[src/design/gpp_pkg.sv]
// Package with register map, field layout and types of the GPIO port block
package gpp_pkg;

    localparam int unsigned GPP_PINS = 32;
    localparam int unsigned GPP_AW   = 12;

    // ==========================================================================
    // Register offsets
    localparam logic [11:0] GPP_OFF_DRIVE_LEVEL       = 12'h004;
    localparam logic [11:0] GPP_OFF_DRIVE_LEVEL_SET   = 12'h008;
    localparam logic [11:0] GPP_OFF_DRIVE_LEVEL_CLEAR = 12'h00C;
    localparam logic [11:0] GPP_OFF_INPUT_LEVEL       = 12'h010;
    localparam logic [11:0] GPP_OFF_ORIENTATION       = 12'h014;
    localparam logic [11:0] GPP_OFF_ORIENTATION_SET   = 12'h018;
    localparam logic [11:0] GPP_OFF_ORIENTATION_CLEAR = 12'h01C;
    localparam logic [11:0] GPP_OFF_SENSE_CAPTURE     = 12'h020;
    localparam logic [11:0] GPP_OFF_HIT_SRC           = 12'h024;
    localparam logic [11:0] GPP_OFF_HIT_SRC_SEC       = 12'h028;
    localparam logic [11:0] GPP_OFF_IRQ_STATUS        = 12'h100;
    localparam logic [11:0] GPP_OFF_IRQ_CLEAR         = 12'h104;
    localparam logic [11:0] GPP_OFF_IRQ_ENABLE        = 12'h108;
    localparam logic [11:0] GPP_OFF_CFG_BASE          = 12'h200;
    localparam int unsigned GPP_CFG_IDX_LSB           = 2;
    localparam int unsigned GPP_CFG_IDX_MSB           = 6;
    localparam int unsigned GPP_CFG_REGION_LSB        = 7;

    // ==========================================================================
    // Reset values
    localparam logic [31:0] GPP_RST_ZERO     = 32'h0000_0000;
    localparam logic [31:0] GPP_RST_CFG_WORD = 32'h0000_0002;

    // ==========================================================================
    // Per-line configuration word layout
    localparam int unsigned GPP_CFG_DIR_BIT   = 0;
    localparam int unsigned GPP_CFG_INDIS_BIT = 1;
    localparam int unsigned GPP_CFG_PULL_LSB  = 2;
    localparam int unsigned GPP_CFG_PULL_MSB  = 3;
    localparam int unsigned GPP_CFG_DRV_LSB   = 8;
    localparam int unsigned GPP_CFG_DRV_MSB   = 10;
    localparam int unsigned GPP_CFG_SNS_LSB   = 16;
    localparam int unsigned GPP_CFG_SNS_MSB   = 17;

    localparam logic [1:0] GPP_SENSE_OFF  = 2'h0;
    localparam logic [1:0] GPP_SENSE_HIGH = 2'h2;
    localparam logic [1:0] GPP_SENSE_LOW  = 2'h3;

    localparam int unsigned GPP_HIT_SRC_BIT  = 0;
    localparam int unsigned GPP_IRQ_NSEC_BIT = 0;
    localparam int unsigned GPP_IRQ_SEC_BIT  = 1;
    localparam int unsigned GPP_PROT_NS_BIT  = 1;

    localparam logic [1:0] GPP_RESP_OKAY = 2'h0;

    typedef struct packed {
        logic [1:0] sense;
        logic [2:0] drive;
        logic [1:0] pull;
        logic       in_disc;
    } gpp_cfg_t;

    typedef struct packed {
        logic [11:0] addr;
        logic        non_secure;
    } gpp_req_t;

endpackage : gpp_pkg

[src/design/gpp_port.sv]
// GPIO port: drive, direction, input, sense capture and detect logic behind AXI4-Lite
`timescale 1ns/10ps
// What this block does
// - One port reached through secure and non-secure aliases; behaviour follows access type.
// - Drive level register at 0x004, one bit per pin, reset zero.
// - Writing ones to 0x008 sets the matching drive bits high.
// - Writing ones to 0x00C forces the matching drive bits low.
// - Reading either drive alias returns the drive level register.
// - Read-only input level at 0x010 shows pin input levels, reset zero.
// - Direction register at 0x014 with set alias 0x018, clear alias 0x01C.
// - Sense capture at 0x020 records pins that met their configured level.
// - Detect source selectors: 0x024 non-secure pins, 0x028 secure pins.
// - Per-pin configuration words start at 0x200, one word each.
// - Direction set ones make outputs, clear ones make inputs; reads return direction.
// - Capture bits clear only by writing one, never while the pin still meets its sense level.
// - Non-secure access to secure pins: writes ignored, reads zero, no error.
// - Input level follows the pad two clock cycles later.
module gpp_port
    import gpp_pkg::*;
#(
    parameter int unsigned PINS = GPP_PINS
) (
    input  wire logic              aclk,
    input  wire logic              aresetn,
    input  wire logic              clk_en,
    input  wire logic [11:0]       s_axi_awaddr,
    input  wire logic [2:0]        s_axi_awprot,
    input  wire logic              s_axi_awvalid,
    output logic                   s_axi_awready,
    input  wire logic [31:0]       s_axi_wdata,
    input  wire logic [3:0]        s_axi_wstrb,
    input  wire logic              s_axi_wvalid,
    output logic                   s_axi_wready,
    output logic [1:0]             s_axi_bresp,
    output logic                   s_axi_bvalid,
    input  wire logic              s_axi_bready,
    input  wire logic [11:0]       s_axi_araddr,
    input  wire logic [2:0]        s_axi_arprot,
    input  wire logic              s_axi_arvalid,
    output logic                   s_axi_arready,
    output logic [31:0]            s_axi_rdata,
    output logic [1:0]             s_axi_rresp,
    output logic                   s_axi_rvalid,
    input  wire logic              s_axi_rready,
    input  wire logic [PINS-1:0]   secure_pins,
    input  wire logic [PINS-1:0]   pad_in,
    output logic [PINS-1:0]        pad_out,
    output logic [PINS-1:0]        pad_oe,
    output logic [PINS-1:0]        pad_in_enable,
    output logic                   detect_nsec,
    output logic                   detect_sec,
    output logic                   irq
);

    // ==========================================================================
    // Helpers
    function automatic logic [31:0] strb_mask(input logic [3:0] strb);
        logic [31:0] m;
        m = GPP_RST_ZERO;
        for (int b = 0; b < 4; b++) begin
            m[b*8 +: 8] = {8{strb[b]}};
        end
        return m;
    endfunction : strb_mask

    function automatic logic [31:0] cfg_to_word(input gpp_cfg_t c, input logic dir);
        logic [31:0] w;
        w = GPP_RST_ZERO;
        w[GPP_CFG_DIR_BIT] = dir;
        w[GPP_CFG_INDIS_BIT] = c.in_disc;
        w[GPP_CFG_PULL_MSB:GPP_CFG_PULL_LSB] = c.pull;
        w[GPP_CFG_DRV_MSB:GPP_CFG_DRV_LSB] = c.drive;
        w[GPP_CFG_SNS_MSB:GPP_CFG_SNS_LSB] = c.sense;
        return w;
    endfunction : cfg_to_word

    function automatic gpp_cfg_t word_to_cfg(input logic [31:0] w);
        gpp_cfg_t c;
        c.in_disc = w[GPP_CFG_INDIS_BIT];
        c.pull = w[GPP_CFG_PULL_MSB:GPP_CFG_PULL_LSB];
        c.drive = w[GPP_CFG_DRV_MSB:GPP_CFG_DRV_LSB];
        c.sense = w[GPP_CFG_SNS_MSB:GPP_CFG_SNS_LSB];
        return c;
    endfunction : word_to_cfg

    function automatic logic is_cfg(input logic [11:0] a);
        return a[GPP_AW-1:GPP_CFG_REGION_LSB] == GPP_OFF_CFG_BASE[GPP_AW-1:GPP_CFG_REGION_LSB];
    endfunction : is_cfg

    // ==========================================================================
    // State
    localparam gpp_cfg_t CFG_RST = word_to_cfg(GPP_RST_CFG_WORD);

    logic [PINS-1:0] drive_q;
    logic [PINS-1:0] orient_q;
    logic [PINS-1:0] capture_q;
    logic [PINS-1:0] sync1_q;
    logic [PINS-1:0] sync2_q;
    logic [PINS-1:0] in_level;
    logic            hit_src_q;
    logic            hit_src_sec_q;
    gpp_cfg_t        cfg_q [PINS];
    logic [1:0]      irq_stat_q;
    logic [1:0]      irq_en_q;
    logic            det_nsec_q;
    logic            det_sec_q;

    gpp_req_t        aw_q;
    logic            aw_full_q;
    logic [31:0]     wdata_q;
    logic [3:0]      wstrb_q;
    logic            w_full_q;
    logic            bvalid_q;
    logic            arready_q;
    logic            rvalid_q;
    logic [31:0]     rdata_q;

    // ==========================================================================
    // Write channel capture; address and data may come in either order
    logic aw_hs;
    logic w_hs;
    logic wr_go;
    assign aw_hs = s_axi_awvalid && s_axi_awready;
    assign w_hs  = s_axi_wvalid && s_axi_wready;
    assign wr_go = aw_full_q && w_full_q && !bvalid_q;

    always_ff @(posedge aclk) begin
        if (!aresetn) begin
            aw_q <= '0;
            aw_full_q <= 1'b0;
            s_axi_awready <= 1'b0;
        end else if (clk_en) begin
            if (aw_hs) begin
                aw_q.addr <= s_axi_awaddr;
                aw_q.non_secure <= s_axi_awprot[GPP_PROT_NS_BIT];
            end
            aw_full_q <= (aw_full_q && !wr_go) || aw_hs;
            s_axi_awready <= !((aw_full_q && !wr_go) || aw_hs);
        end
    end

    always_ff @(posedge aclk) begin
        if (!aresetn) begin
            wdata_q <= GPP_RST_ZERO;
            wstrb_q <= '0;
            w_full_q <= 1'b0;
            s_axi_wready <= 1'b0;
        end else if (clk_en) begin
            if (w_hs) begin
                wdata_q <= s_axi_wdata;
                wstrb_q <= s_axi_wstrb;
            end
            w_full_q <= (w_full_q && !wr_go) || w_hs;
            s_axi_wready <= !((w_full_q && !wr_go) || w_hs);
        end
    end

    always_ff @(posedge aclk) begin
        if (!aresetn) begin
            bvalid_q <= 1'b0;
        end else if (clk_en) begin
            if (wr_go) begin
                bvalid_q <= 1'b1;
            end else if (s_axi_bready) begin
                bvalid_q <= 1'b0;
            end
        end
    end

    assign s_axi_bvalid = bvalid_q;
    assign s_axi_bresp  = GPP_RESP_OKAY;

    // ==========================================================================
    // Write decode
    logic [31:0]     pin_mask_w;
    logic [PINS-1:0] wbits;
    logic [PINS-1:0] wmask;
    logic [4:0]      wr_idx;
    logic            wr_cfg_ok;

    assign pin_mask_w = aw_q.non_secure ? 32'(~secure_pins) : ~GPP_RST_ZERO;
    assign wmask  = PINS'(pin_mask_w & strb_mask(wstrb_q));
    assign wbits  = PINS'(wdata_q) & wmask;
    assign wr_idx = aw_q.addr[GPP_CFG_IDX_MSB:GPP_CFG_IDX_LSB];
    assign wr_cfg_ok = wr_go && is_cfg(aw_q.addr) && (32'(wr_idx) < PINS)
                       && !(aw_q.non_secure && secure_pins[wr_idx]);

    logic wr_drv;
    logic wr_drv_set;
    logic wr_drv_clr;
    logic wr_ori;
    logic wr_ori_set;
    logic wr_ori_clr;
    logic wr_cap;
    assign wr_drv     = wr_go && aw_q.addr == GPP_OFF_DRIVE_LEVEL;
    assign wr_drv_set = wr_go && aw_q.addr == GPP_OFF_DRIVE_LEVEL_SET;
    assign wr_drv_clr = wr_go && aw_q.addr == GPP_OFF_DRIVE_LEVEL_CLEAR;
    assign wr_ori     = wr_go && aw_q.addr == GPP_OFF_ORIENTATION;
    assign wr_ori_set = wr_go && aw_q.addr == GPP_OFF_ORIENTATION_SET;
    assign wr_ori_clr = wr_go && aw_q.addr == GPP_OFF_ORIENTATION_CLEAR;
    assign wr_cap     = wr_go && aw_q.addr == GPP_OFF_SENSE_CAPTURE;

    // ==========================================================================
    // Drive level and direction
    always_ff @(posedge aclk) begin
        if (!aresetn) begin
            drive_q <= PINS'(GPP_RST_ZERO);
        end else if (clk_en) begin
            if (wr_drv) begin
                drive_q <= (drive_q & ~wmask) | wbits;
            end else if (wr_drv_set) begin
                drive_q <= drive_q | wbits;
            end else if (wr_drv_clr) begin
                drive_q <= drive_q & ~wbits;
            end
        end
    end

    always_ff @(posedge aclk) begin
        if (!aresetn) begin
            orient_q <= PINS'(GPP_RST_ZERO);
        end else if (clk_en) begin
            if (wr_ori) begin
                orient_q <= (orient_q & ~wmask) | wbits;
            end else if (wr_ori_set) begin
                orient_q <= orient_q | wbits;
            end else if (wr_ori_clr) begin
                orient_q <= orient_q & ~wbits;
            end else if (wr_cfg_ok && wstrb_q[0]) begin
                // The config word's direction bit is the same storage as the direction register
                orient_q[wr_idx] <= wdata_q[GPP_CFG_DIR_BIT];
            end
        end
    end

    // ==========================================================================
    // Per-line configuration words
    always_ff @(posedge aclk) begin
        if (!aresetn) begin
            for (int i = 0; i < PINS; i++) begin
                cfg_q[i] <= CFG_RST;
            end
        end else if (clk_en) begin
            if (wr_cfg_ok) begin
                cfg_q[wr_idx] <= word_to_cfg((cfg_to_word(cfg_q[wr_idx], 1'b0) & ~strb_mask(wstrb_q))
                                             | (wdata_q & strb_mask(wstrb_q)));
            end
        end
    end

    // ==========================================================================
    // Input path; a two-stage synchroniser gives the fixed two-cycle latency
    logic [PINS-1:0] connected;
    always_comb begin
        for (int i = 0; i < PINS; i++) begin
            connected[i] = !cfg_q[i].in_disc;
        end
    end

    always_ff @(posedge aclk) begin
        if (!aresetn) begin
            sync1_q <= PINS'(GPP_RST_ZERO);
            sync2_q <= PINS'(GPP_RST_ZERO);
        end else if (clk_en) begin
            sync1_q <= pad_in;
            sync2_q <= sync1_q;
        end
    end

    // Read straight off the second flop; one more stage would add a third cycle
    assign in_level = sync2_q & connected;

    // ==========================================================================
    // Sense and detect
    logic [PINS-1:0] pin_hit;
    always_comb begin
        for (int i = 0; i < PINS; i++) begin
            pin_hit[i] = connected[i] && ((cfg_q[i].sense == GPP_SENSE_HIGH && sync2_q[i])
                                          || (cfg_q[i].sense == GPP_SENSE_LOW && !sync2_q[i]));
        end
    end

    logic [PINS-1:0] capture_d;
    logic            det_nsec_d;
    logic            det_sec_d;
    // Set wins over clear, so a clear during an active hit leaves the bit standing
    assign capture_d  = (capture_q & ~(wr_cap ? wbits : '0)) | pin_hit;
    assign det_nsec_d = hit_src_q ? |(capture_d & ~secure_pins) : |(pin_hit & ~secure_pins);
    assign det_sec_d  = hit_src_sec_q ? |(capture_d & secure_pins) : |(pin_hit & secure_pins);

    always_ff @(posedge aclk) begin
        if (!aresetn) begin
            capture_q <= PINS'(GPP_RST_ZERO);
            det_nsec_q <= 1'b0;
            det_sec_q <= 1'b0;
        end else if (clk_en) begin
            capture_q <= capture_d;
            det_nsec_q <= det_nsec_d;
            det_sec_q <= det_sec_d;
        end
    end

    always_ff @(posedge aclk) begin
        if (!aresetn) begin
            hit_src_q <= 1'b0;
            hit_src_sec_q <= 1'b0;
        end else if (clk_en) begin
            if (wr_go && wstrb_q[0] && aw_q.addr == GPP_OFF_HIT_SRC) begin
                hit_src_q <= wdata_q[GPP_HIT_SRC_BIT];
            end
            if (wr_go && wstrb_q[0] && !aw_q.non_secure && aw_q.addr == GPP_OFF_HIT_SRC_SEC) begin
                hit_src_sec_q <= wdata_q[GPP_HIT_SRC_BIT];
            end
        end
    end

    // ==========================================================================
    // Interrupts on rising detect outputs
    logic [1:0] irq_evt;
    logic [1:0] irq_clr;
    logic [1:0] irq_stat_d;
    assign irq_evt[GPP_IRQ_NSEC_BIT] = det_nsec_d && !det_nsec_q;
    assign irq_evt[GPP_IRQ_SEC_BIT]  = det_sec_d && !det_sec_q;
    assign irq_clr    = (wr_go && wstrb_q[0] && aw_q.addr == GPP_OFF_IRQ_CLEAR) ? wdata_q[1:0] : 2'h0;
    assign irq_stat_d = (irq_stat_q & ~irq_clr) | irq_evt;

    always_ff @(posedge aclk) begin
        if (!aresetn) begin
            irq_stat_q <= 2'h0;
            irq_en_q <= 2'h0;
            irq <= 1'b0;
        end else if (clk_en) begin
            irq_stat_q <= irq_stat_d;
            if (wr_go && wstrb_q[0] && aw_q.addr == GPP_OFF_IRQ_ENABLE) begin
                irq_en_q <= wdata_q[1:0];
            end
            irq <= |(irq_stat_d & irq_en_q);
        end
    end

    // ==========================================================================
    // Read channel
    logic            ar_hs;
    logic            rd_ns;
    logic [PINS-1:0] rmask;
    logic [4:0]      rd_idx;
    logic [31:0]     rdata_d;
    assign ar_hs  = s_axi_arvalid && arready_q;
    assign rd_ns  = s_axi_arprot[GPP_PROT_NS_BIT];
    assign rmask  = rd_ns ? ~secure_pins : '1;
    assign rd_idx = s_axi_araddr[GPP_CFG_IDX_MSB:GPP_CFG_IDX_LSB];

    always_comb begin
        rdata_d = GPP_RST_ZERO;
        case (s_axi_araddr)
            GPP_OFF_DRIVE_LEVEL,
            GPP_OFF_DRIVE_LEVEL_SET,
            GPP_OFF_DRIVE_LEVEL_CLEAR: rdata_d = 32'(drive_q & rmask);
            GPP_OFF_INPUT_LEVEL:       rdata_d = 32'(in_level & rmask);
            GPP_OFF_ORIENTATION,
            GPP_OFF_ORIENTATION_SET,
            GPP_OFF_ORIENTATION_CLEAR: rdata_d = 32'(orient_q & rmask);
            GPP_OFF_SENSE_CAPTURE:     rdata_d = 32'(capture_q & rmask);
            GPP_OFF_HIT_SRC:           rdata_d[GPP_HIT_SRC_BIT] = hit_src_q;
            GPP_OFF_HIT_SRC_SEC:       rdata_d[GPP_HIT_SRC_BIT] = hit_src_sec_q && !rd_ns;
            GPP_OFF_IRQ_STATUS:        rdata_d[1:0] = irq_stat_q;
            GPP_OFF_IRQ_ENABLE:        rdata_d[1:0] = irq_en_q;
            default: begin
                if (is_cfg(s_axi_araddr) && (32'(rd_idx) < PINS) && !(rd_ns && secure_pins[rd_idx])) begin
                    rdata_d = cfg_to_word(cfg_q[rd_idx], orient_q[rd_idx]);
                end
            end
        endcase
    end

    always_ff @(posedge aclk) begin
        if (!aresetn) begin
            arready_q <= 1'b0;
            rvalid_q <= 1'b0;
            rdata_q <= GPP_RST_ZERO;
        end else if (clk_en) begin
            if (ar_hs) begin
                rdata_q <= rdata_d;
                rvalid_q <= 1'b1;
                arready_q <= 1'b0;
            end else if (rvalid_q && s_axi_rready) begin
                rvalid_q <= 1'b0;
                arready_q <= 1'b1;
            end else if (!rvalid_q) begin
                arready_q <= 1'b1;
            end
        end
    end

    assign s_axi_arready = arready_q;
    assign s_axi_rvalid  = rvalid_q;
    assign s_axi_rdata   = rdata_q;
    assign s_axi_rresp   = GPP_RESP_OKAY;

    // ==========================================================================
    // Pad side
    always_ff @(posedge aclk) begin
        if (!aresetn) begin
            pad_out <= PINS'(GPP_RST_ZERO);
            pad_oe <= PINS'(GPP_RST_ZERO);
            pad_in_enable <= PINS'(GPP_RST_ZERO);
        end else if (clk_en) begin
            pad_out <= drive_q;
            pad_oe <= orient_q;
            pad_in_enable <= connected;
        end
    end

    assign detect_nsec = det_nsec_q;
    assign detect_sec  = det_sec_q;

endmodule : gpp_port

[config.mk]
export PLATFORM = sky130hd
export DESIGN_NAME = gpp_port
export DESIGN_NICKNAME = d
export VERILOG_FILES = /design/src/design/gpp_pkg.sv /design/src/design/gpp_port.sv
export SDC_FILE = /design/constraint.sdc
export NUM_CORES = 2
export LEC_CHECK = 0
export ABC_AREA = 1
export BUFFER_PORTS_ARGS = -buffer_cell sky130_fd_sc_hd__buf_2
export CORE_ASPECT_RATIO = 0.8
export CORE_MARGIN = 8
export CORE_UTILIZATION = 39
export CTS_CLUSTER_DIAMETER = 50
export DETAILED_ROUTE_END_ITERATION = 16
export PLACE_DENSITY = 0.53
export SLEW_MARGIN = 0
export SYNTH_ARGS = -nofsm -noshare
export SYNTH_HDL_FRONTEND = slang
export SYNTH_SLANG_ARGS = --single-unit
[constraint.sdc]
create_clock -name aclk -period 3.76 [get_ports aclk]
set_input_delay 0.564 -clock aclk [delete_from_list [all_inputs] [get_ports aclk]]
set_output_delay 0.564 -clock aclk [all_outputs]
set_load 0.02 [all_outputs]
## After elaboration in Yosys (flattened, before gate mapping)

Memory sizes are Yosys's and may differ from the RTL's. A register that Yosys moved wholly into a read port is not among the register bits.
Index checks and enable logic that the tools add are counted.

- Register bits after elaboration: 353
- RAM bits: 256
- Bits of input ports: 138
- Output and inout port bits: 140
- Logic and storage cells: 457
- Memories kept: 1

Memory list:

| name | depth | bits a word | rd ports | clocked after memory_dff | wr ports | line | text |
|---|---|---|---|---|---|---|---|
| cfg_q | 32 | 8 | 34 | 1 | 32 | gpp_port.sv:102 | `gpp_cfg_t cfg_q [PINS];` |

- Order comparisons: 3
- Equal/unequal tests: 90
- Muxes and demuxes: 43
- Bitwise gates (word level): 33
- Reduce and logical (&&, ||, !) cells: 260

Operator list:

| cell | number |
|---|---|
| 32-bit AND | 16 |
| 32-bit 2-to-1 mux | 10 |
| 32-bit bitwise OR | 5 |
| 30-bit case mux with 5 select lines | 1 |
| 2-bit equality test (second input constant) | 64 |
| 32-bit NOT | 4 |
| 32-bit OR reduction | 4 |
| 1-bit logical AND | 127 |
| 12-bit by 5-bit equality test with 1-bit output (second input constant) | 7 |
| 1-bit logical NOT | 74 |
| 12-bit by 6-bit equality test with 1-bit output (second input constant) | 6 |
| 12-bit by 4-bit equality test with 1-bit output (second input constant) | 4 |
| 12-bit by 9-bit equality test with 1-bit output (second input constant) | 4 |
| 18-bit AND | 2 |
| 1-bit logical OR | 34 |
| 32-bit bitwise mux | 1 |
| 12-bit by 3-bit equality test with 1-bit output (second input constant) | 2 |
| 2-bit AND reduction | 11 |
| 1-bit 2-to-1 mux | 19 |
| 18-bit 2-to-1 mux | 1 |
| 18-bit NOT | 1 |
| 18-bit bitwise OR | 1 |
| 1-bit binary-select mux with 5-bit select | 3 |
| 5-bit 2-to-1 mux | 3 |
| 19 further kinds | 25 |

## Longest topological paths before layout

- Depth after elaboration: 15
- Mapped depth: 21
- Gate-level depth less buffers: 19

## Worst setup path before layout

OpenSTA, ideal clock, no wires.

- Path type: input to register
- Start point: input port secure_pins[22]
- End point: memory cfg_q[15][0] (netlist name) (enable)
- Setup time: 0.329 ns
- Data arrival time: 2.073 ns
- Required time: 3.431 ns
- Path slack: 1.358 ns
- Stages: 12
- Buffers on the path: 1
- Cells stage by stage: inv_1 -> o22ai_1 -> a221oi_1 -> nor2_1 -> nor2_1 -> nand3_1 -> nand3_1 -> nand2_1 -> nor2_4 -> buf_4 -> nand2_1 -> nand2_1

RTL lines:

| element | line | text |
|---|---|---|
| start: declaration | gpp_port.sv:45 | `input wire logic [PINS-1:0] secure_pins,` |
| end: declaration | gpp_port.sv:102 |  |

==> flow_summary_export.csv <==
group,metric,value,unit
yosys,yosysSeqAreaShare,47.1,%
floorplanning,core_area,80300,um2
yosys,syn_inst,4203,
clock_network,cts_buffers,76,
timing,fin_crit_sh,93.9,%
critical_path,worstPathArrival,3.83,ns
placed_design,gp_congestion,1.05,
critical_path,critPathTopFamily,"simple AND/OR/NAND/NOR gates",
floorplanning,num_rows,93,
timing,fin_crit,3.53,ns
yosys,synth.cell_area,31500,um2
critical_path,crit_path_top_delay_cell,"nand2_1",
route,drc,0,
placed_design,dp_hpwl,115000,um
floorplanning,num_io_pins,278,
yosys,async_flop_share,0,%
timing,skew,0.0317,ns
clock_network,cts_root_buf,"clkbuf_16",
critical_path,path_common_cell,"nand2_1",
route,first_iter_violations,5243,
critical_path,crit_path_end_kind,"flip-flop",
timing,slew_headroom,16.6,%
yosys,yosysMostFrequentCell,"nor2_1",
timing,tns,0,ns
power,p_int,12.1,mW
yosys,ys_types,52,
clock_network,clk_pin_slew,0.06,ns
timing,finalSetupViolations,0,
clock_network,clock_latency,0.65,ns
cells_and_area,nets,4569,
global_route,grt-ovfl-total,0,
timing,fmax,283,MHz
route,viasPerCell,6.07,
power,p_leak,14.7,nW
yosys,synth_edf_count,256,
worst_hold_path,hold_class,"in2reg",
floorplanning,die_y,270,um
clock_network,cts.sinks,614,
route,drtAntennaViolNets,0,
power,p_sw,4.82,mW
global_route,grt_usage,32.5,%
critical_path,cp_max_fo,35,
power,cellPowerDensity,454,nW/um2
timing,rsz0062_at_grt,"no",
clock_network,cts_setup_buffers,0,
global_route,grt_max_degree,123,
yosys,synth.area.top_cells,"edfxtp_1, dfxtp_1, nor2_1",
clock_network,clockBufferDepth,3,
route,wl_per_cell,27.9,um
cells_and_area,area_delta_synth_final,17.9,%
critical_path,crit_chain,"inv_2, buf_4, nor2_2, inv_2, o22ai_1, o21ai_0, nand2_1, nor2_1, nand3_1, nand3_1, nand2_1, nor2_4, buf_12, nand2_1, nand2_1",
power,comb_power_share,11.8,%
power,swShare,28.6,%
power,peakVddDrop,267,uV
status,outcome,"finished, final reports clean",
yosys,synth_flop_cell,"dfxtp_1",
floorplanning,fp.dieW,334,um
global_route,grt_pass1_wl,219000,um
clock_network,hold_buffers,0,
global_route,grt_antenna_before_repair,11,
critical_path,cp_slowest_stage_delay,0.39,ns
global_route,grt_pass1_vias,30600,
critical_path,worst_setup_path_start_kind,"flip-flop",
cells_and_area,postLayoutCoreUtil,46.3,%
power,seqPwrFrac,43.5,%
critical_path,crit_type,"reg2reg",
yosys,syn_area_per_cell,7.50,um2
placed_design,io_buffers,269,
yosys,yosysTopAreaCellShare,24.4,%
floorplanning,initial_core_util,39.3,%
critical_path,critical_path_buf_inv_count,4,
power,clkPwrFrac,44.7,%
timing,worstMarginPinSlew,1.25,ns
route,vias,33600,
floorplanning,die_area,90200,um2
timing,hold_viol_final,0,
yosys,yosys-top-cells-count,"nor2_1, nand2_1, o21ai_0",
yosys,synth-seq-cells,614,
critical_path,required,4.06,ns
cells_and_area,drive_above_1_share,14.0,%
yosys,yosys.area.top_type,"edfxtp_1",
clock_network,cts_htree_levels,3,
clock_network,cts_tree,"yes",
yosys,yosys_warnings,0,
route,dr.pass1.iters,8,
clock_network,cts_resized,0,
timing,slew_viol_final,0,
job,max-cap-violations,0,
route,wl,154000,um
==> cells by family after synthesis <==
logic type | count (synthesis) | synth area share, %
other | 1 | 0.0119
AND/OR/NAND/NOR | 1712 | 21.9
buffers and inverters | 603 | 7.53
AO/OA/AOI/OAI | 1273 | 23.5
flip-flops | 614 | 47.1
==> worst paths after layout <==
path	startpoint	end	slack, ns	cells after the start
min	pad_in[15]	sync1_q[15]	0.15	3
min reg2reg	aw_q[2]	aw_q[2]	0.46	2
max reg2reg	aw_q[3]	cfg_q[22][5]	0.23	15
max	aw_q[3]	cfg_q[22][5]	0.23	15
==> cell usage in the layout, fill, tap and decap left out, drive strengths merged, types with 5 or more instances in the layout <==
cell type,instances
a22oi,25
a211oi,10
a31oi,6
a32o,37
buf,440
inv,319
o21ai,488
edfxtp,256
clkbuf,102
a21oi,377
a311oi,17
nand3,187
dfxtp,358
nor4,6
nor3,28
o311ai,7
o221ai,20
nand2,615
o31ai,5
nand4,35
o211ai,18
o22ai,205
clkinv,22
a221oi,9
o2111ai,29
nor2,838
==> worst min-delay path: stages <==
cell and delay (ns):
buf_2 0.08, nor2_1 0.04, nor2_1 0.08
==> through the flow <==
stage,cells,setup WS (ns),instance area [um2],power [mW],hold WS [ns]
final,5537,0.231,37200,16.9,0.147
after global routing,5537,0.0559,37200,17.3,0.139
after CTS,5535,0.382,37200,16.9,0.116
after detailed placement,5398,0.387,34600,9.39,0.453
after global placement,5398,0.373,34600,9.38,0.445
after floorplan,4206,1.36,31500,8.46,0.444
==> metal layers <==
metal / track usage [%] / vias up / share of wire, %
met1: 46.9 / 16000 / 43
met3: 10.6 / 321 / 14
met2: 44.7 / 2226 / 40
met4: 11.6 / 12 / 4.0
met5: 1.20 / - / 0.13
li1: - / 15000 / -
==> power groups by stage <==
stage                     clock [mW]  sequential, mW  combinational [mW]
final                           7.54            7.34                1.99
after CTS                       7.62            7.34                1.92
after global placement             0            7.47                1.91
after global routing            7.88            7.36                2.10
after floorplan                    0            7.47               0.988
after detailed placement           0            7.48                1.92
==> area by class of cell <==
type / instances / area (um2)
tap: 1045 / 1310
fill: 8318 / 43100
multi-input combinational: 2989 / 14300
antenna: 2 / 5.00
sequential: 614 / 14900
timing repair buffer: 441 / 2950
inverter: 309 / 1170
clock buffer: 101 / 2180
clock inverter: 36 / 362
Note: power is estimated with default switching activity, not from simulation.
